### src/rtl/uart_dp_pkg.sv
// Constants and types shared by the data/divisor port UART block.
// Assumes a single 20 MHz system clock and an APB slave with 32-bit data.
`default_nettype none
package uart_dp_pkg;
  // ==========================================================================
  // Register map (byte addresses on APB)
  localparam logic [31:0] ADDR_DATA_DIVLO = 32'h5000_1000;
  localparam logic [31:0] ADDR_IRQEN_DIVHI = 32'h5000_1004;
  localparam logic [31:0] ADDR_LINE_CTRL = 32'h5000_100c;
  localparam logic [31:0] ADDR_LINE_STAT = 32'h5000_1014;
  localparam logic [31:0] ADDR_FIFO_CTRL = 32'h5000_1008;
  localparam logic [31:0] ADDR_MODE_CTRL = 32'h5000_1024;
  // ==========================================================================
  // Field positions
  localparam int LCR_DIV_ACCESS_BIT = 7;
  localparam int FCR_FIFO_EN_BIT = 0;
  localparam int LSR_DATA_READY_BIT = 0;
  localparam int LSR_OVERRUN_BIT = 1;
  localparam int LSR_THR_EMPTY_BIT = 5;
  localparam int LSR_TX_IDLE_BIT = 6;
  localparam int IER_LINE_STAT_BIT = 2;
  localparam int IER_TX_EMPTY_BIT = 1;
  localparam int IER_PROG_TX_EMPTY_BIT = 7;
  localparam int MODE_INFRARED_BIT = 0;
  // ==========================================================================
  // Reset values and counts
  localparam logic [7:0] RESET_BYTE = 8'h00;
  localparam int FIFO_DEPTH_DEFAULT = 16;
  localparam int OVERSAMPLE = 16;
  localparam int BITS_PER_FRAME = 10;
  // ==========================================================================
  // Types
  typedef struct packed {
    logic [7:0] data;
    logic valid;
  } byte_beat_t;

  typedef struct packed {
    logic sel;
    logic en;
    logic wr;
    logic [31:0] addr;
    logic [31:0] wdata;
  } apb_req_t;

  typedef enum logic [1:0] {
    SER_IDLE,
    SER_START,
    SER_DATA,
    SER_STOP
  } ser_state_t;
endpackage : uart_dp_pkg
`default_nettype wire

### src/rtl/uart_dp_baud.sv
// Baud tick generator: one tick per 1/16 bit time.
// Assumes the divisor is stable between writes; a zero divisor stops ticks.
`default_nettype none
module uart_dp_baud (
  // Clock and reset
  input wire logic i_clk,
  input wire logic i_rst,
  // Divisor
  input wire logic [15:0] i_divisor,
  // Tick
  output logic o_tick,
  output logic o_running
);
  import uart_dp_pkg::*;
  logic [15:0] cnt_ff;
  logic tick_ff;
  wire div_zero = (i_divisor == 16'h0000);
  wire at_end = (cnt_ff >= i_divisor - 16'h0001);
  assign o_tick = tick_ff;
  assign o_running = !div_zero;
  always_ff @(posedge i_clk or posedge i_rst) begin
    if (i_rst) begin
      cnt_ff <= 16'h0000;
      tick_ff <= 1'b0;
    end else if (div_zero) begin // RL15
      cnt_ff <= 16'h0000;
      tick_ff <= 1'b0;
    end else begin
      cnt_ff <= at_end ? 16'h0000 : cnt_ff + 16'h0001; // RL14
      tick_ff <= at_end;
    end
  end
endmodule : uart_dp_baud
`default_nettype wire

### src/rtl/uart_dp_fifo.sv
// Byte FIFO used for both receive and transmit paths.
// Assumes nothing of the caller: a push when full or a pop when empty is ignored.
`default_nettype none
module uart_dp_fifo #(
  parameter int DEPTH = 16
) (
  // Clock and reset
  input wire logic i_clk,
  input wire logic i_rst,
  // Control
  input wire logic i_clear,
  input wire logic i_push,
  input wire logic [7:0] i_data,
  input wire logic i_pop,
  // Status
  output logic [7:0] o_head,
  output logic o_empty,
  output logic o_full
);
  import uart_dp_pkg::*;
  localparam int AW = $clog2(DEPTH);
  // Pointer wrap relies on a power-of-two depth
  if (DEPTH < 2 || (1 << AW) != DEPTH) begin : g_bad_depth
    $error("DEPTH must be a power of two of at least 2");
  end
  logic [7:0] mem_ff [DEPTH];
  logic [AW:0] wr_ff;
  logic [AW:0] rd_ff;
  wire do_push = i_push && !o_full;
  wire do_pop = i_pop && !o_empty;
  assign o_empty = (wr_ff == rd_ff);
  assign o_full = (wr_ff[AW-1:0] == rd_ff[AW-1:0]) && (wr_ff[AW] != rd_ff[AW]);
  assign o_head = mem_ff[rd_ff[AW-1:0]];
  always_ff @(posedge i_clk) begin
    if (do_push) mem_ff[wr_ff[AW-1:0]] <= i_data;
  end
  always_ff @(posedge i_clk or posedge i_rst) begin
    if (i_rst) begin
      wr_ff <= '0;
      rd_ff <= '0;
    end else if (i_clear) begin
      wr_ff <= '0;
      rd_ff <= '0;
    end else begin
      if (do_push) wr_ff <= wr_ff + 1'b1;
      if (do_pop) rd_ff <= rd_ff + 1'b1;
    end
  end
endmodule : uart_dp_fifo
`default_nettype wire

### src/rtl/uart_dp_top.sv
// UART data and divisor port: receive buffer / FIFO, transmit holding /
// FIFO, divisor latch and interrupt-enable bits, reached over APB.
// Assumes the serial clock equals the system clock and pins are synchronous.
//
// Notes on behaviour
// (RL1) Received serial bytes go into receive buffer
// (RL2) Infrared mode receives from infrared input pin
// (RL3) Receive data valid only while data-ready set
// (RL4) No FIFO: new byte overwrites, flags overrun
// (RL5) FIFO mode: reads return receive FIFO head
// (RL6) Full receive FIFO: drop new byte, overrun
// (RL7) Written bytes serialised onto serial output
// (RL8) Infrared mode transmits on active-low output
// (RL9) Software writes only while holding-empty flag set
// (RL10) No FIFO: one write clears holding-empty flag
// (RL11) Transmit FIFO sixteen deep, full writes dropped
// (RL12) Divisor low byte: lower eight bits, read/write
// (RL13) Divisor bytes reachable only with access bit
// (RL14) Baud equals clock over sixteen times divisor
// (RL15) Zero divisor stops baud clock and transfers
// (RL16) Software waits eight cycles after divisor write
// (RL17) Enable bit 7: programmable empty-interrupt mode
// (RL18) With access bit, bit 7 is divisor bit
// (RL19) Enable bit 2: line status interrupt
// (RL20) Enable bit 1: holding-empty interrupt
// (RL21) FIFO read pops head entry
// (RL22) Bits 15..8 read zero, ignore writes
//
// The APB register port was left to the implementer.
`default_nettype none
module uart_dp_top #(
  parameter int FIFO_DEPTH = uart_dp_pkg::FIFO_DEPTH_DEFAULT
) (
  // Clock and reset
  input wire logic I_CLK_SYS,
  input wire logic I_SYS_RST,
  // APB slave
  input wire logic I_PSEL,
  input wire logic I_PENABLE,
  input wire logic I_PWRITE,
  input wire logic [31:0] I_PADDR,
  input wire logic [31:0] I_PWDATA,
  output logic [31:0] O_PRDATA,
  output logic O_PREADY,
  output logic O_PSLVERR,
  // Serial pins
  input wire logic I_SERIAL_IN,
  input wire logic I_IR_IN,
  output logic O_SERIAL_OUT,
  output logic O_IR_OUT_N,
  // Interrupt enables toward the remaining interrupt logic
  output logic O_LINE_STATUS_IRQ_EN,
  output logic O_TX_EMPTY_IRQ_EN,
  output logic O_PROG_TX_EMPTY_IRQ_MODE
);
  import uart_dp_pkg::*;

  // ==========================================================================
  // APB decode
  apb_req_t req;
  assign req = '{sel: I_PSEL, en: I_PENABLE, wr: I_PWRITE, addr: I_PADDR, wdata: I_PWDATA};
  wire access = req.sel && req.en;
  wire hit_data = (req.addr == ADDR_DATA_DIVLO);
  wire hit_ier = (req.addr == ADDR_IRQEN_DIVHI);
  wire hit_lcr = (req.addr == ADDR_LINE_CTRL);
  wire hit_fcr = (req.addr == ADDR_FIFO_CTRL);
  wire hit_lsr = (req.addr == ADDR_LINE_STAT);
  wire hit_mode = (req.addr == ADDR_MODE_CTRL);
  wire mapped = hit_data || hit_ier || hit_lcr || hit_fcr || hit_lsr || hit_mode;
  assign O_PREADY = 1'b1;
  assign O_PSLVERR = access && !mapped;

  // ==========================================================================
  // Control registers
  logic [7:0] div_lo_ff;
  logic [7:0] div_hi_ff;
  logic [7:0] ier_ff;
  logic [7:0] lcr_ff;
  logic fifo_en_ff;
  logic ir_mode_ff;
  logic overrun_ff;
  logic hold_full_ff;
  logic [7:0] hold_ff;
  logic [7:0] rbuf_ff;
  logic rbuf_valid_ff;
  logic [31:0] prdata_ff;

  wire div_access = lcr_ff[LCR_DIV_ACCESS_BIT];
  wire wr_data = access && req.wr && hit_data && !div_access;
  wire rd_data = access && !req.wr && hit_data && !div_access;
  wire wr_div_lo = access && req.wr && hit_data && div_access; // RL13
  wire wr_div_hi = access && req.wr && hit_ier && div_access; // RL18
  wire wr_ier = access && req.wr && hit_ier && !div_access;
  wire wr_lcr = access && req.wr && hit_lcr;
  wire wr_fcr = access && req.wr && hit_fcr;
  wire wr_mode = access && req.wr && hit_mode;
  wire rd_lsr = access && !req.wr && hit_lsr;
  wire fifo_en_new = req.wdata[FCR_FIFO_EN_BIT];
  wire fifo_mode_change = wr_fcr && (fifo_en_new != fifo_en_ff);

  assign O_LINE_STATUS_IRQ_EN = ier_ff[IER_LINE_STAT_BIT]; // RL19
  assign O_TX_EMPTY_IRQ_EN = ier_ff[IER_TX_EMPTY_BIT]; // RL20
  assign O_PROG_TX_EMPTY_IRQ_MODE = ier_ff[IER_PROG_TX_EMPTY_BIT]; // RL17

  // ==========================================================================
  // Baud ticks
  logic tick;
  logic baud_on;
  uart_dp_baud u_baud (
    .i_clk(I_CLK_SYS),
    .i_rst(I_SYS_RST),
    .i_divisor({div_hi_ff, div_lo_ff}),
    .o_tick(tick),
    .o_running(baud_on)
  );

  // ==========================================================================
  // FIFOs
  logic [7:0] rx_head;
  logic rx_empty;
  logic rx_full;
  logic [7:0] tx_head;
  logic tx_empty;
  logic tx_full;
  logic rx_done;
  logic [7:0] rx_byte;
  logic tx_take;
  wire rx_push = rx_done && fifo_en_ff && !rx_full; // RL6
  wire rx_pop = rd_data && fifo_en_ff; // RL21
  wire tx_push = wr_data && fifo_en_ff && !tx_full; // RL11
  wire tx_pop = tx_take && fifo_en_ff;
  uart_dp_fifo #(.DEPTH(FIFO_DEPTH)) u_rx_fifo (
    .i_clk(I_CLK_SYS),
    .i_rst(I_SYS_RST),
    .i_clear(fifo_mode_change),
    .i_push(rx_push),
    .i_data(rx_byte),
    .i_pop(rx_pop),
    .o_head(rx_head),
    .o_empty(rx_empty),
    .o_full(rx_full)
  );
  uart_dp_fifo #(.DEPTH(FIFO_DEPTH)) u_tx_fifo (
    .i_clk(I_CLK_SYS),
    .i_rst(I_SYS_RST),
    .i_clear(fifo_mode_change),
    .i_push(tx_push),
    .i_data(req.wdata[7:0]),
    .i_pop(tx_pop),
    .o_head(tx_head),
    .o_empty(tx_empty),
    .o_full(tx_full)
  );

  // ==========================================================================
  // Status
  wire data_ready = fifo_en_ff ? !rx_empty : rbuf_valid_ff; // RL3
  wire thr_empty = fifo_en_ff ? tx_empty : !hold_full_ff;
  wire tx_has = fifo_en_ff ? !tx_empty : hold_full_ff;
  wire [7:0] tx_next = fifo_en_ff ? tx_head : hold_ff;
  wire rx_overrun = rx_done && (fifo_en_ff ? rx_full : rbuf_valid_ff); // RL4 RL6
  logic tx_idle;
  wire [7:0] lsr_val = {1'b0, tx_idle && !tx_has, thr_empty, 3'b000, overrun_ff, data_ready};

  // ==========================================================================
  // Read mux, bits above a byte read zero
  wire [7:0] data_rd = div_access ? div_lo_ff : (fifo_en_ff ? rx_head : rbuf_ff); // RL5 RL12
  wire [7:0] rd_byte =
    hit_data ? data_rd :
    hit_ier ? (div_access ? div_hi_ff : ier_ff) :
    hit_lcr ? lcr_ff :
    hit_lsr ? lsr_val :
    hit_mode ? {7'b0000000, ir_mode_ff} : 8'h00;
  // Captured in the setup cycle, so read data comes from a flop and
  // stands through the zero-wait access phase
  wire setup_phase = req.sel && !req.en;
  assign O_PRDATA = prdata_ff;
  always_ff @(posedge I_CLK_SYS or posedge I_SYS_RST) begin
    if (I_SYS_RST) begin
      prdata_ff <= 32'h0000_0000;
    end else if (setup_phase) begin
      prdata_ff <= {24'h000000, rd_byte}; // RL22
    end
  end

  // ==========================================================================
  // Register writes
  always_ff @(posedge I_CLK_SYS or posedge I_SYS_RST) begin
    if (I_SYS_RST) begin
      div_lo_ff <= RESET_BYTE;
      div_hi_ff <= RESET_BYTE;
      ier_ff <= RESET_BYTE;
      lcr_ff <= RESET_BYTE;
      fifo_en_ff <= 1'b0;
      ir_mode_ff <= 1'b0;
    end else begin
      if (wr_div_lo) div_lo_ff <= req.wdata[7:0]; // RL12
      if (wr_div_hi) div_hi_ff <= req.wdata[7:0]; // RL18
      if (wr_ier) ier_ff <= {req.wdata[7], 4'h0, req.wdata[2:0]}; // RL17 RL22
      if (wr_lcr) lcr_ff <= req.wdata[7:0];
      if (wr_fcr) fifo_en_ff <= fifo_en_new;
      if (wr_mode) ir_mode_ff <= req.wdata[MODE_INFRARED_BIT];
    end
  end

  // Non-FIFO buffers and overrun; a new event wins over the read clear
  always_ff @(posedge I_CLK_SYS or posedge I_SYS_RST) begin
    if (I_SYS_RST) begin
      rbuf_ff <= RESET_BYTE;
      rbuf_valid_ff <= 1'b0;
      hold_ff <= RESET_BYTE;
      hold_full_ff <= 1'b0;
      overrun_ff <= 1'b0;
    end else begin
      if (rx_done && !fifo_en_ff) begin
        rbuf_ff <= rx_byte; // RL1 RL4
        rbuf_valid_ff <= 1'b1;
      end else if (rd_data || fifo_mode_change) begin
        rbuf_valid_ff <= 1'b0;
      end
      if (wr_data && !fifo_en_ff) begin
        hold_ff <= req.wdata[7:0];
        hold_full_ff <= 1'b1; // RL10
      end else if ((tx_take && !fifo_en_ff) || fifo_mode_change) begin
        hold_full_ff <= 1'b0;
      end
      if (rx_overrun) overrun_ff <= 1'b1; // RL4 RL6
      // Clear only what the read showed; a later overrun is kept
      else if (rd_lsr && prdata_ff[LSR_OVERRUN_BIT]) overrun_ff <= 1'b0;
    end
  end

  // ==========================================================================
  // Receiver: 16x oversampling, mid-bit sampling except in infrared mode
  wire rx_pin = ir_mode_ff ? !I_IR_IN : I_SERIAL_IN; // RL2
  ser_state_t rx_st_ff;
  logic [3:0] rx_os_ff;
  logic [2:0] rx_bit_ff;
  logic [7:0] rx_sh_ff;
  logic rx_done_ff;
  assign rx_done = rx_done_ff;
  assign rx_byte = rx_sh_ff;
  // Infrared zeros are short pulses and timing locks to the pulse start,
  // so sample two ticks in rather than at mid-bit
  wire [3:0] rx_sample_os = ir_mode_ff ? 4'h1 : 4'h7; // RL2
  wire rx_mid = tick && (rx_os_ff == rx_sample_os);
  wire rx_last = tick && (rx_os_ff == 4'hf);
  always_ff @(posedge I_CLK_SYS or posedge I_SYS_RST) begin
    if (I_SYS_RST) begin
      rx_st_ff <= SER_IDLE;
      rx_os_ff <= 4'h0;
      rx_bit_ff <= 3'h0;
      rx_sh_ff <= RESET_BYTE;
      rx_done_ff <= 1'b0;
    end else begin
      rx_done_ff <= 1'b0;
      if (!baud_on) begin // RL15
        rx_st_ff <= SER_IDLE;
        rx_os_ff <= 4'h0;
      end else if (tick) begin
        rx_os_ff <= rx_os_ff + 4'h1;
        unique case (rx_st_ff)
          SER_IDLE: begin
            rx_os_ff <= 4'h0;
            if (!rx_pin) rx_st_ff <= SER_START;
          end
          SER_START: begin
            if (rx_mid && rx_pin) rx_st_ff <= SER_IDLE;
            if (rx_last) rx_st_ff <= SER_DATA;
          end
          SER_DATA: begin
            if (rx_mid) rx_sh_ff <= {rx_pin, rx_sh_ff[7:1]};
            if (rx_last) begin
              rx_bit_ff <= rx_bit_ff + 3'h1;
              if (rx_bit_ff == 3'h7) rx_st_ff <= SER_STOP;
            end
          end
          SER_STOP: begin
            if (rx_mid) begin
              rx_done_ff <= 1'b1; // RL1
              rx_st_ff <= SER_IDLE;
            end
          end
        endcase
      end
    end
  end

  // ==========================================================================
  // Transmitter
  ser_state_t tx_st_ff;
  logic [3:0] tx_os_ff;
  logic [2:0] tx_bit_ff;
  logic [7:0] tx_sh_ff;
  logic tx_line_ff;
  assign tx_take = baud_on && tick && (tx_st_ff == SER_IDLE) && tx_has;
  assign tx_idle = (tx_st_ff == SER_IDLE);
  assign O_SERIAL_OUT = ir_mode_ff ? 1'b1 : tx_line_ff; // RL7
  wire ir_pulse = ir_mode_ff && !tx_line_ff && (tx_os_ff[3:2] == 2'b01);
  assign O_IR_OUT_N = !ir_pulse; // RL8
  wire tx_bit_end = tick && (tx_os_ff == 4'hf);
  always_ff @(posedge I_CLK_SYS or posedge I_SYS_RST) begin
    if (I_SYS_RST) begin
      tx_st_ff <= SER_IDLE;
      tx_os_ff <= 4'h0;
      tx_bit_ff <= 3'h0;
      tx_sh_ff <= RESET_BYTE;
      tx_line_ff <= 1'b1;
    end else if (!baud_on) begin // RL15
      tx_st_ff <= SER_IDLE;
      tx_os_ff <= 4'h0;
      tx_line_ff <= 1'b1;
    end else if (tick) begin
      tx_os_ff <= tx_os_ff + 4'h1;
      unique case (tx_st_ff)
        SER_IDLE: begin
          tx_os_ff <= 4'h0;
          if (tx_take) begin
            tx_sh_ff <= tx_next; // RL7
            tx_line_ff <= 1'b0;
            tx_st_ff <= SER_START;
          end
        end
        SER_START: begin
          if (tx_bit_end) begin
            tx_line_ff <= tx_sh_ff[0];
            tx_sh_ff <= {1'b0, tx_sh_ff[7:1]};
            tx_bit_ff <= 3'h0;
            tx_st_ff <= SER_DATA;
          end
        end
        SER_DATA: begin
          if (tx_bit_end) begin
            tx_bit_ff <= tx_bit_ff + 3'h1;
            if (tx_bit_ff == 3'h7) begin
              tx_line_ff <= 1'b1;
              tx_st_ff <= SER_STOP;
            end else begin
              tx_line_ff <= tx_sh_ff[0];
              tx_sh_ff <= {1'b0, tx_sh_ff[7:1]};
            end
          end
        end
        SER_STOP: begin
          if (tx_bit_end) tx_st_ff <= SER_IDLE;
        end
      endcase
    end
  end
endmodule : uart_dp_top
`default_nettype wire

### config.mk
export PLATFORM = sky130hd
export DESIGN_NAME = uart_dp_top
export DESIGN_NICKNAME = d
export VERILOG_FILES = /design/src/rtl/uart_dp_pkg.sv /design/src/rtl/uart_dp_baud.sv /design/src/rtl/uart_dp_fifo.sv /design/src/rtl/uart_dp_top.sv
export SDC_FILE = /design/constraint.sdc
export NUM_CORES = 1
export LEC_CHECK = 0
export BUFFER_PORTS_ARGS = -buffer_cell sky130_fd_sc_hd__clkbuf_2
export CAP_MARGIN = 15
export CORE_UTILIZATION = 35
export DETAILED_ROUTE_END_ITERATION = 10
export MAX_ROUTING_LAYER = met4
export SETUP_SLACK_MARGIN = 0.15
export SLEW_MARGIN = 0
export SYNTH_ARGS = -nofsm -noshare
export SYNTH_HDL_FRONTEND = slang
export SYNTH_SLANG_ARGS = --single-unit
### constraint.sdc
create_clock -name I_CLK_SYS -period 7.65 [get_ports I_CLK_SYS]
set_input_delay 1.1475 -clock I_CLK_SYS [delete_from_list [all_inputs] [get_ports I_CLK_SYS]]
set_output_delay 1.1475 -clock I_CLK_SYS [all_outputs]
set_load 0.05 [all_outputs]
# ---- After elaboration in Yosys (flattened, before gate mapping)
# Memory sizes are Yosys's and may differ from the RTL's.
# Cells that the tools add are included.
dict set report op_classes {
  addsub 10
  magnitude_cmp 1
  n_eq_ne 39
  muxes 79
  bitwise_logic 1
  n_reduce_logical 88
}
# operator count
set ops {}
lappend ops {{$eq 32x31->1 const B} 6}
lappend ops {{$mux 8} 11}
lappend ops {{$logic_and 1x1->1} 45}
lappend ops {{$mux 5} 8}
lappend ops {{$mux 16} 2}
lappend ops {{$mux 2} 15}
lappend ops {{$mux 1} 28}
lappend ops {{$ne 3x2->1 const B} 9}
lappend ops {{$mux 4} 6}
lappend ops {{$pmux 8 s3} 1}
lappend ops {{$add 5x1->5 const B} 4}
lappend ops {{$reduce_bool 2->1} 9}
lappend ops {{$add 16x1->16 const B} 1}
lappend ops {{$ge 16x16->1} 1}
lappend ops {{$logic_not 16->1} 1}
lappend ops {{$pmux 2 s4} 2}
lappend ops {{$sub 16x1->16 const B} 1}
lappend ops {{$logic_not 1->1} 15}
lappend ops {{$reduce_and 6->1} 2}
lappend ops {{$eq 5x5->1} 2}
lappend ops {{$reduce_and 5->1} 2}
lappend ops {{$mux 3} 3}
lappend ops {{$add 4x1->4 const B} 2}
lappend ops {{$eq 2x2->1 const B} 4}
lappend ops {{19 further kinds} 38}
dict set report totals {
  register_bits 130
  ram_bits 256
  input_bits 71
  out_inout_bits 39
  elab_cells 248
  memories 2
}
# name depth width rd rd_ports_with_merged_regs write_ports line_no
set memory_table {}
lappend memory_table {u_rx_fifo.mem_ff 16 8 1 0 1 uart_dp_fifo.sv:26} ;# logic [7:0] mem_ff [DEPTH];
lappend memory_table {u_tx_fifo.mem_ff 16 8 1 0 1 uart_dp_fifo.sv:26}

# ---- Logic depth before layout (Yosys ltp)
# Gate-level depths: netlist of the first run.
dict set report depth {
  depth_word 9
  ltp_mapped 13
  depth_no_buf 12
}

# ---- Cells and area by module
# A second synthesis of the first run with hierarchy kept.
dict set report hier_totals {
  hier_cells 1270
  hier_area_um2 18307.6
}
# module instances cells_per_inst area_per_inst_um2 seq_area_each_um2
set modules_own_cells {}
lappend modules_own_cells {{uart_dp_fifo at u_rx_fifo} 1 311 5835.6 4093.9}
lappend modules_own_cells {{uart_dp_fifo at u_tx_fifo} 1 307 5779.3 4093.9}
lappend modules_own_cells {uart_dp_top 1 493 5227.5 2328.5}
lappend modules_own_cells {uart_dp_baud 1 159 1465.2 425.4}

# ---- Worst setup path after synthesis of the first run
# No wires, ideal clock.
dict set report synth_timing {
  kind {input to register}
  from {input port I_PADDR[14]}
  to {memory u_tx_fifo.mem_ff[2][0] (enable)}
  setup_ns 0.383
  t_arrival_ns 3.343
  required_ns 7.267
  setup_slack_ns 3.923
  stages 7
  n_path_buf 1
  path_cell_list {nor4_1 > nand4_2 > or3_1 > buf_2 > nor3_1 > nand2_1 > nor3_1}
}
dict set report synth_between {
  elab_chain_cells 8
}
# item line_no
set synth_rtl {}
lappend synth_rtl {{from (decl)} uart_dp_top.sv:41} ;# input wire logic [31:0] I_PADDR,
lappend synth_rtl {{$eq 32x31->1} uart_dp_top.sv:63} ;# wire hit_data = (req.addr == ADDR_DATA_DIVLO);
lappend synth_rtl {{$logic_and 1x1->1 (2 in a row)} uart_dp_top.sv:89} ;# wire wr_data = access && req.wr && hit_data && !div_access;
lappend synth_rtl {{$logic_and 1x1->1 (2 in a row)} uart_dp_top.sv:130} ;# wire tx_push = wr_data && fifo_en_ff && !tx_full;
lappend synth_rtl {{$logic_and 1x1->1} uart_dp_fifo.sv:29} ;# wire do_push = i_push && !o_full;
lappend synth_rtl {{$mux 1} uart_dp_fifo.sv:35} ;# if (do_push) mem_ff[wr_ff[AW-1:0]] <= i_data;
lappend synth_rtl {{$mux 1 (implied by the code)} uart_dp_fifo.sv:35}
lappend synth_rtl {{to (decl)} uart_dp_fifo.sv:26}
# No other way between the ends.

# ---- Worst setup path after layout of the first run
dict set report layout_timing {
  from {input port I_PADDR[20]}
  to {output port O_PSLVERR}
}
dict set report layout_between {
  elab_chain_cells 8
  elab_cells_between_ends 13
  cone_classes {eq/ne: 6; reduce/logical: 7}
}
# item line_no
set layout_rtl {}
lappend layout_rtl {{$eq 32x31->1 (on tied branches)} {uart_dp_top.sv:63, uart_dp_top.sv:64}}
lappend layout_rtl {{$logic_or 1x1->1 (4 in a row)} uart_dp_top.sv:69} ;# wire mapped = hit_data || hit_ier || hit_lcr || hit_fcr || hit_lsr || hit_mode;
lappend layout_rtl {{$logic_or 1x1->1 (*)} uart_dp_top.sv:69}
lappend layout_rtl {{$logic_not 1->1 (*)} uart_dp_top.sv:71} ;# assign O_PSLVERR = access && !mapped;
lappend layout_rtl {{$logic_and 1x1->1 (*)} uart_dp_top.sv:71}
lappend layout_rtl {{to (decl)} uart_dp_top.sv:45} ;# output logic O_PSLVERR,
# Mark *: on every way between the ends. The rest lies on a longest branch, timed or not.

==> impl_metrics.tcl, run 1 <==
set metrics [dict create \
    yosys.area.top_type "edfxtp_1" \
    drtIter0Drc 869 \
    synth-compound-area-share_pct 6.729 \
    worstMarginPinSlew_ns 1.251 \
    rsz0062_at_grt "false" \
    cpPeakStageDelay_ns 0.71 \
    cts_tree "yes" \
    grt_max_degree 72 \
    arrival_ns 3.36 \
    synth.most_common_cell "edfxtp_1" \
    grt_pass1_vias 10143 \
    layout_min_cycle_time_ns 4.503 \
    vias 10153 \
    htreeDepth 2 \
    ioPinCount 110 \
    yosysTopAreaCellShare_pct 44.27 \
    io_buffer_count 60 \
    status "complete, no violations" \
    grt_antenna_before_repair 1 \
    synth-xor-area-share_pct 2.875 \
    fin_crit_sh_pct 58.87 \
    skew_ns 0.02343 \
    synth_adder_area_share_pct 2.882 \
    critPathLaunchType "primary input" \
    synthDistinctLibCells 72 \
    synth_edf_count 256 \
    max_slew_margin_pct 15.86 \
    maxCapViolations 0 \
    worst-endpoint-required_ns 6.50 \
    die_h_microns 224.8 \
    die_w_microns 224.8 \
    synth_area_leaders "edfxtp_1 (44%), dfrtp_1 (19%), mux4_2 (8.8%), mux2_2 (3.8%), ha_1 (2.9%)" \
    wire_per_inst_microns 20.06 \
    overflow 0 \
    crit_path_cell_trace "clkbuf_2, nor4_1, nand3_1, nor2_1, o21ai_0, nor2b_1, clkbuf_2" \
    totalPowerFinal_w 0.004419 \
    numCtsBuffers 42 \
    gr-usage-all-layers_pct 16.32 \
    fin_tns_setup_ns 0 \
    fp-row-count 81 \
    fin_nets 1361 \
    cts_max_path_buffers 3 \
    vdd_drop_max_mv 0.1584 \
    area_growth_syn_to_layout_pct 13.82 \
    p_leak_nw 7.034 \
    drtPass1Iterations 5 \
    numClockSinks 386 \
    syn_inst 1182 \
    gp_congestion 0.8906 \
    hpwl_microns 25850 \
    hold_viol 0 \
    antenna_left 0 \
    power_density_nw_per_um2 223.6 \
    path_common_cell "clkbuf_2" \
    avgSynthCellArea_sq_um 14.69 \
    setup_viol 0 \
    root_buffer "clkbuf_16" \
    die_area_sq_um 50510 \
    async_reset_ff_share_pct 33.68 \
    slew_viol_final 0 \
    synth-seq-cells 386 \
    ys_warn_count 0 \
    end_kind "output port" \
    synth.cells.most_frequent "edfxtp_1 (256), dfrtp_1 (129), nor2_1 (74)" \
    clk_latency_ns 0.56 \
    crit_type "in -> out" \
    hold_class "reg -> reg" \
    synth_top_flop_cell "edfxtp_1" \
    cp_max_fo 8 \
    synth_area_sq_um 17370 \
    routed_wl_microns 39090 \
    viasPerCell 5.209 \
    fmax_mhz 222.1 \
    cts_resized 0 \
    synth.area.mux_share_pct 12.87 \
    clk_transition_reported_paths_ns 0.06 \
    drc_errors 0 \
    start_util_pct 35.48 \
    crit_slowest_cell "nor4_1" \
    cts_hold_repair.buffers 0 \
    cts_setup_buffers 0 \
    core_sq_um 48950 \
    drive_gt1_share_pct 22.59 \
    ys_seq_area_share_pct 63.00 \
    grt_first_pass_wirelength_microns 60950 \
    synth_simple_gate_area_share_pct 8.631 \
    fin_util_pct 40.38 \
    synth_top_family_by_area "multiplexers" \
]
## cell type report
type,count,area [sq um]
Inverter,26,102.6
Clock inverter,23,277.8
Multi-Input combinational cell,711,5996
Antenna cell,1,2.502
Sequential cell,386,10940
Fill cell,4513,29180
Clock buffer,55,1140
Timing Repair Buffer,83,473.0
Tap cell,664,830.8
## layout by cell type, fill, tap and decap left out, types with 25 or more instances in the layout
cell       netlist  layout
a21oi_1         43      43
clkbuf_16        0      42
clkbuf_2         1      60
conb_1           2      25
dfrtp_1        129     127
edfxtp_1       256     256
ha_1            40      40
mux2_2          58      58
mux4_2          68      68
nand2_1         58      58
nor2_1          74      74
o21ai_0         32      32
xnor2_1         30      30
xor2_1          27      27
## worst max-delay path: cells and delay by family
kind,cells,cell delay (ns)
AND/OR/NAND/NOR,4,1.69
buffers and inverters,2,0.33
AO/OA/AOI/OAI,1,0.19
## report_power, final
part           switching, W  internal (W)
registers        0.00000701       0.00223
logic             0.0000957     0.0000195
clock network      0.000816       0.00126
## worst paths after layout
| path | from | end | slack, ns | cells past startpoint |
|---|---|---|---|---|
| min | tx_bit_ff[2] | tx_bit_ff[2] | 0.50 | 1 |
| min reg2reg | tx_bit_ff[2] | tx_bit_ff[2] | 0.50 | 1 |
| max in group asynchronous | I_SYS_RST | u_tx_fifo.rd_ff[0] | 5.66 | 3 |
| max reg2reg | div_lo_ff[2] | u_baud.cnt_ff[3] | 4.02 | 13 |
| min in group asynchronous | I_SYS_RST | rx_byte[2] | 0.69 | 2 |
| max | I_PADDR[20] | O_PSLVERR | 3.15 | 7 |
## per-layer routing
metal | routed length [microns] | up-vias | track usage [%] | part of all wire, %
met5 | 0 | - | - | 0
met4 | 719 | 0 | 4.279 | 1.8
met3 | 1650 | 48 | 2.547 | 4.2
met2 | 18930 | 213 | 25.80 | 48
met1 | 17790 | 5245 | 21.97 | 46
li1 | - | 4647 | - | -
## state kept, by name (all words and copies together) (netlist names), 8 cells and up
| signal | count |
|---|---|
| hold_ff | 8 |
| u_tx_fifo.mem_ff | 128 |
| tx_sh_ff | 8 |
| u_rx_fifo.mem_ff | 128 |
| u_baud.cnt_ff | 16 |
| rbuf_ff | 8 |
| div_lo_ff | 8 |
| div_hi_ff | 8 |
| rx_byte | 8 |
| lcr_ff | 8 |
| O_PRDATA | 8 |
## through the flow
step,setup WS [ns],std cells,instance area [sq um],hold WS (ns)
global placement,3.129,1869,18340,0.4608
finish,3.147,1949,19770,0.4993
CTS,3.109,1947,19760,0.4974
global route,2.948,1949,19770,0.5166
detailed placement,3.111,1869,18340,0.4858
floorplan,3.035,1205,17450,0.4485
## logic make-up after synthesis
kind of cell	after synthesis
AOI/OAI and AO/OA	174
adders and majority gates	40
xor gates and xnor gates	57
buffers and inverters	108
and+or+nand+nor	284
muxes	131
DFF	386
other	2
(Power assumes the default switching activity.)
==> run 2: changes to the inputs <==
ABC_AREA = 1   (was unset)
clock period = 4.3 ns   (was 7.65 ns; I/O delays follow)
==> run 2 against run 1 <==
Compared with the run above:
- hold slack lost 0.22 ns
- final area grew 5.0%
- synthesized cell count grew 69%
- critical path type is now reg -> reg
- largest power group unchanged
- highest routed layer unchanged
==> impl_metrics.tcl, run 2 <==
set metrics [dict create \
    synth_area_leaders "edfxtp_1 (41%), dfrtp_1 (17%), nand2_1 (8.2%), nor2_1 (6.5%), nand3_1 (5.2%)" \
    start_util_pct 35.38 \
    worst-endpoint-required_ns 4.75 \
    grt_first_pass_wirelength_microns 72240 \
    dp_cells 2675 \
    final.fill_count 5159 \
    gp_congestion 0.9006 \
    ys_warn_count 0 \
    fmax_mhz 289.4 \
    cts_tree "yes" \
    ioPinCount 110 \
    antenna_left 0 \
    grt_pass1_vias 12965 \
    root_buffer "clkbuf_16" \
    fp-row-count 84 \
    m1WireLength_microns 21460 \
    power_density_nw_per_um2 370.2 \
    status "complete, no violations" \
    highest_layer "met4" \
    viasPerCell 4.978 \
    yosysTopAreaCellShare_pct 41.34 \
    hold_viol 0 \
    design_area_sq_um 20750 \
    fin_cells 2752 \
    place_area_sq_um 19430 \
    maxCapViolations 0 \
    htreeDepth 2 \
    grt_antenna_before_repair 1 \
    die_h_microns 232.5 \
    synth.most_common_cell "nand2_1" \
    overflow 0 \
    wire_per_inst_microns 16.72 \
    cts_resized 0 \
    fin_tns_setup_ns 0 \
    drtIter0Drc 946 \
    grt_max_degree 106 \
    max_slew_margin_pct 34.10 \
    layout.cells.most_common "nand2_1" \
    cts_max_path_buffers 3 \
    whs_ns 0.2789 \
    fin_nets 2142 \
    synth_edf_count 256 \
    num_antenna_cells 0 \
    skew_ns 0.01902 \
    core_sq_um 52550 \
    drive_gt1_share_pct 9.060 \
    ys_seq_area_share_pct 58.85 \
    rr_worst_depth 17 \
    layout_min_cycle_time_ns 3.456 \
    final_cell_mix "nand2_1 (408), nor2_1 (324), edfxtp_1 (256)" \
    yosys.area.top_type "edfxtp_1" \
    clk_transition_reported_paths_ns 0.06 \
    synthDistinctLibCells 44 \
    slew_viol_final 0 \
    vdd_drop_max_mv 0.2550 \
    synth.cells.most_frequent "nand2_1 (408), nor2_1 (324), edfxtp_1 (256)" \
    route.met2.wl_microns 21590 \
    clk_latency_ns 0.58 \
    cts_hold_repair.buffers 0 \
    gr-usage-all-layers_pct 17.62 \
    reg2reg_slack_ns 0.84 \
    drtPass1Iterations 5 \
    routed_wl_microns 46010 \
    worst_slack_ns 0.8443 \
    crit_type "reg -> reg" \
    die_area_sq_um 54050 \
    area_growth_syn_to_layout_pct 11.60 \
    async_reset_ff_share_pct 33.68 \
    avgSynthCellArea_sq_um 9.334 \
    synth_top_flop_cell "edfxtp_1" \
    synth-seq-cells 386 \
    p_leak_nw 8.442 \
    io_buffer_count 60 \
    numCtsBuffers 42 \
    hpwl_microns 30140 \
    worstMarginPinSlew_ns 0.9885 \
    wl_met3_microns 2005 \
    drc_errors 0 \
    arrival_ns 3.91 \
    syn_inst 1992 \
    fin_crit_sh_pct 80.37 \
    synth_area_sq_um 18590 \
    rsz0062_at_grt "false" \
    die_w_microns 232.5 \
    critPathLaunchType "flop" \
    cp_max_fo 17 \
    hold_class "in -> async" \
    cts_setup_buffers 0 \
    vias 13700 \
    end_kind "flop" \
    pre_cts_slack_ns 0.8681 \
    numClockSinks 386 \
    setup_viol 0 \
]
## run 2: cell count changes after synthesis, moves of 55 or more
cell | before | now
o21ai_0 | 32 | 157
inv_1 | 25 | 147
nor2_1 | 74 | 324
nand3_1 | 21 | 192
nand2_1 | 58 | 408
mux2_2 | 58 | 3
mux4_2 | 68 | 0
## run 2: area by class of cell
| type | count | area [sq um] | share of cell area [%] |
|---|---|---|---|
| sequential | 386 | 10940 | 52.74 |
| multi-input combinational | 1373 | 6641 | 32.00 |
| clock buffer | 53 | 1134 | 5.463 |
| tap | 688 | 860.8 | 4.148 |
| inverter | 155 | 586.8 | 2.828 |
| timing repair buffer | 73 | 397.9 | 1.917 |
| clock inverter | 24 | 186.4 | 0.8984 |
## run 2: path summary, 6_finish.rpt
path | startpoint | to
setup / recovery | div_lo_ff[2] | u_baud.cnt_ff[6]
hold reg to reg | tx_line_ff | tx_line_ff
hold / removal | I_SYS_RST | u_baud.cnt_ff[12]
min in group I_CLK_SYS | tx_line_ff | tx_line_ff
setup reg to reg | div_lo_ff[2] | u_baud.cnt_ff[6]
max in group asynchronous | I_SYS_RST | u_rx_fifo.rd_ff[1]
## run 2: per-layer routing
| layer | GRT usage (%) | up-vias |
|---|---|---|
| met5 | - | - |
| met4 | 5.413 | 0 |
| met3 | 2.145 | 71 |
| met2 | 27.54 | 310 |
| met1 | 23.89 | 6603 |
| li1 | - | 6716 |
## run 2: worst max-delay path, stage by stage, from the launching register on
cell	delay, ns
dfrtp_1	0.45
inv_1	0.11
nand2_1	0.05
nor2_1	0.15
nand3b_1	0.14
nor2_1	0.25
nand3_1	0.19
nor3_1	0.20
xor2_1	0.17
inv_1	0.06
ha_1	0.30
nand2_1	0.09
inv_1	0.04
nand3_1	0.08
inv_1	0.05
a21oi_1	0.14
nand3_1	0.50
nor4_1	0.35
## run 2: report_power, final
group,total [W],switching (W),internal (W)
registers,0.00397,0.0000124,0.00396
clock network,0.00350,0.00150,0.00200
logic,0.000217,0.000179,0.0000375
## run 2: cells by family (layout without fill, tap and decap cells)
| family | count (synthesis) | in the layout | share of synthesized area (%) |
|---|---|---|---|
| XOR/XNOR | 35 | 35 | 1.649 |
| buffers and inverters | 256 | 305 | 5.901 |
| AO/OA/AOI/OAI | 235 | 235 | 6.877 |
| adder cells (fa/ha/maj) | 40 | 40 | 2.692 |
| other | 2 | 25 | 0.04039 |
| multiplexers | 3 | 3 | 0.1817 |
| AND/OR/NAND/NOR | 1035 | 1035 | 23.81 |
| flip-flops | 386 | 386 | 58.85 |
## run 2: per-stage QoR
| stage | power [W] | util, % |
|---|---|---|
| after floorplan | 0.004190 | - |
| after global placement | 0.004259 | 36.98 |
| after detailed placement | 0.004262 | 36.98 |
| after CTS | 0.007760 | 39.49 |
| after global routing | 0.007920 | 39.49 |
| final | 0.007683 | 39.49 |
==> run 3: changes to the inputs <==
clock period = 2.8 ns   (was 4.3 ns; I/O delays follow)
==> run 3 against run 2 <==
Compared with the run above:
- via count rose by 2.2%
- first-iteration DRC count rose by 8.5%
- non-clock buffer count rose by 78
- sequential share of layout area fell by 2.0 points
==> impl_metrics.tcl, run 3 (same netlist as run 2, synthesis figures left out) <==
set metrics [dict create \
    crit_path_cell_trace "nor2_1, nand2_1, nor4_4, nand2_1, o22ai_1, inv_1, ha_1, nand2_1, inv_1, nand3_2, nor3_2, nand3_1, nand3_2, clkbuf_16, nor4_2" \
    clk_latency_ns 0.56 \
    fin_util_pct 41.04 \
    drtIter0Drc 1026 \
    rr_worst_depth 15 \
    fin_tns_setup_ns 0 \
    cp-endpoint "u_baud.cnt_ff[11]" \
    crit_type "reg -> reg" \
    arrival_ns 3.06 \
    num_antenna_cells 0 \
    reg2reg_to "u_baud.cnt_ff[11]" \
    start_util_pct 35.38 \
    hold_viol 0 \
    area_growth_syn_to_layout_pct 15.99 \
    pre_cts_slack_ns 0.01204 \
    io_buffer_count 60 \
    fin_nets 2219 \
    drtPass1Iterations 5 \
    wire_per_inst_microns 16.66 \
    hold_class "in -> reg" \
    htreeDepth 2 \
    drive_gt1_share_pct 13.79 \
    die_area_sq_um 54050 \
    fp-row-count 84 \
    root_buffer "clkbuf_16" \
    gp_congestion 0.9029 \
    crit_slowest_cell "dfrtp_1" \
    grt_pass1_vias 13243 \
    grt_max_degree 61 \
    cts_max_path_buffers 3 \
    clk_transition_reported_paths_ns 0.06 \
    drc_errors 0 \
    grt_antenna_before_repair 0 \
    fmax_mhz 377.6 \
    max_slew_margin_pct 47.69 \
    overflow 0 \
    rsz0062_at_grt "true" \
    cp_num_buf_inv 3 \
    die_w_microns 232.5 \
    routed_wl_microns 47100 \
    fin_cells 2827 \
    cp_top_family "simple AND/OR/NAND/NOR gates" \
    grt_first_pass_wirelength_microns 73860 \
    vdd_drop_max_mv 0.4281 \
    whs_ns 0.3086 \
    worst-endpoint-required_ns 3.21 \
    numCtsBuffers 41 \
    numClockSinks 386 \
    vias 14003 \
    critPathLaunchType "flop" \
    r2r_start "div_lo_ff[5]" \
    hpwl_microns 31420 \
    worstMarginPinSlew_ns 0.7847 \
    layout_min_cycle_time_ns 2.649 \
    skew_ns 0.02051 \
    power_density_nw_per_um2 554.9 \
    dp_cells 2743 \
    worst_slack_ns 0.1514 \
    maxCapViolations 0 \
    final_cell_mix "nand2_1 (407), nor2_1 (318), edfxtp_1 (256)" \
    path_common_cell "nand2_1" \
    die_h_microns 232.5 \
    ioPinCount 110 \
    p_leak_nw 8.905 \
    slew_viol_final 0 \
    antenna_left 0 \
    layout.cells.most_common "nand2_1" \
    crit_cells 15 \
    end_kind "flop" \
    cts_tree "yes" \
    setup_viol 0 \
    fin_crit_sh_pct 94.59 \
    core_sq_um 52550 \
    reg2reg_slack_ns 0.15 \
    cp_max_fo 8 \
    cpPeakStageDelay_ns 0.44 \
    viasPerCell 4.953 \
    gr-usage-all-layers_pct 18.05 \
    cp-startpoint "div_lo_ff[5]" \
    status "complete, no violations" \
]
[run 3: how the worst min path moves through the flow]
stage               start         end  depth (start not counted)
2_1_floorplan  tx_line_ff  tx_line_ff                          2
3_3_place_gp    I_SYS_RST  rx_byte[3]                          2
3_5_place_dp    I_SYS_RST  rx_byte[3]                          2
4_1_cts          I_PWRITE  overrun_ff                          4
5_1_grt          I_PWRITE  overrun_ff                          4
6_report         I_PWRITE  overrun_ff                          4
[run 3: final cells by class]
type / count / area (sq um)
well taps: 688 / 860.8
fillers: 5116 / 30980
flip-flops and latches: 386 / 10940
multi-input cells: 1373 / 6758
inverters: 155 / 585.6
clock inverters: 20 / 239.0
clock buffers: 54 / 1140
repair buffers: 151 / 1041
[run 3: per-stage QoR]
step | cell area (sq um) | power (W)
after floorplan | 18710 | 0.006435
after global placement | 20000 | 0.006547
after detailed placement | 20000 | 0.006552
after CTS | 21460 | 0.01210
after global routing | 21570 | 0.01233
final | 21570 | 0.01197
[run 3: timing repair]
action                                  4_1_cts  5_1_grt
pin swaps                                     6        4
hold buffers                                  1        0
endpoints found under the setup margin       17       48
gates resized for setup                       9       15
endpoints found under the hold margin        12        0
cloned                                        0        1
setup buffers                                 4        4
[run 3: worst register-to-register path: cells and delay by family, from the launching register on]
kind,cells,cell delay [ns]
and+or+nand+nor,10,1.30
DFF,1,0.44
buffers and inverters,3,0.32
adders and majority gates,1,0.27
AOI/OAI and AO/OA,1,0.17
[run 3: power breakdown]
| part | switching [W] | internal (W) |
|---|---|---|
| Clock | 0.00228 | 0.00326 |
| Combinational | 0.000276 | 0.0000661 |
| Sequential | 0.0000166 | 0.00607 |
| Total | 0.00257 | 0.00940 |
[run 3: routing by layer]
layer | wire length (microns) | global-route usage, %
met1 | 22200 | 24.72
met2 | 21690 | 27.65
met3 | 2168 | 2.561
met4 | 1039 | 5.556
met5 | 0 | -
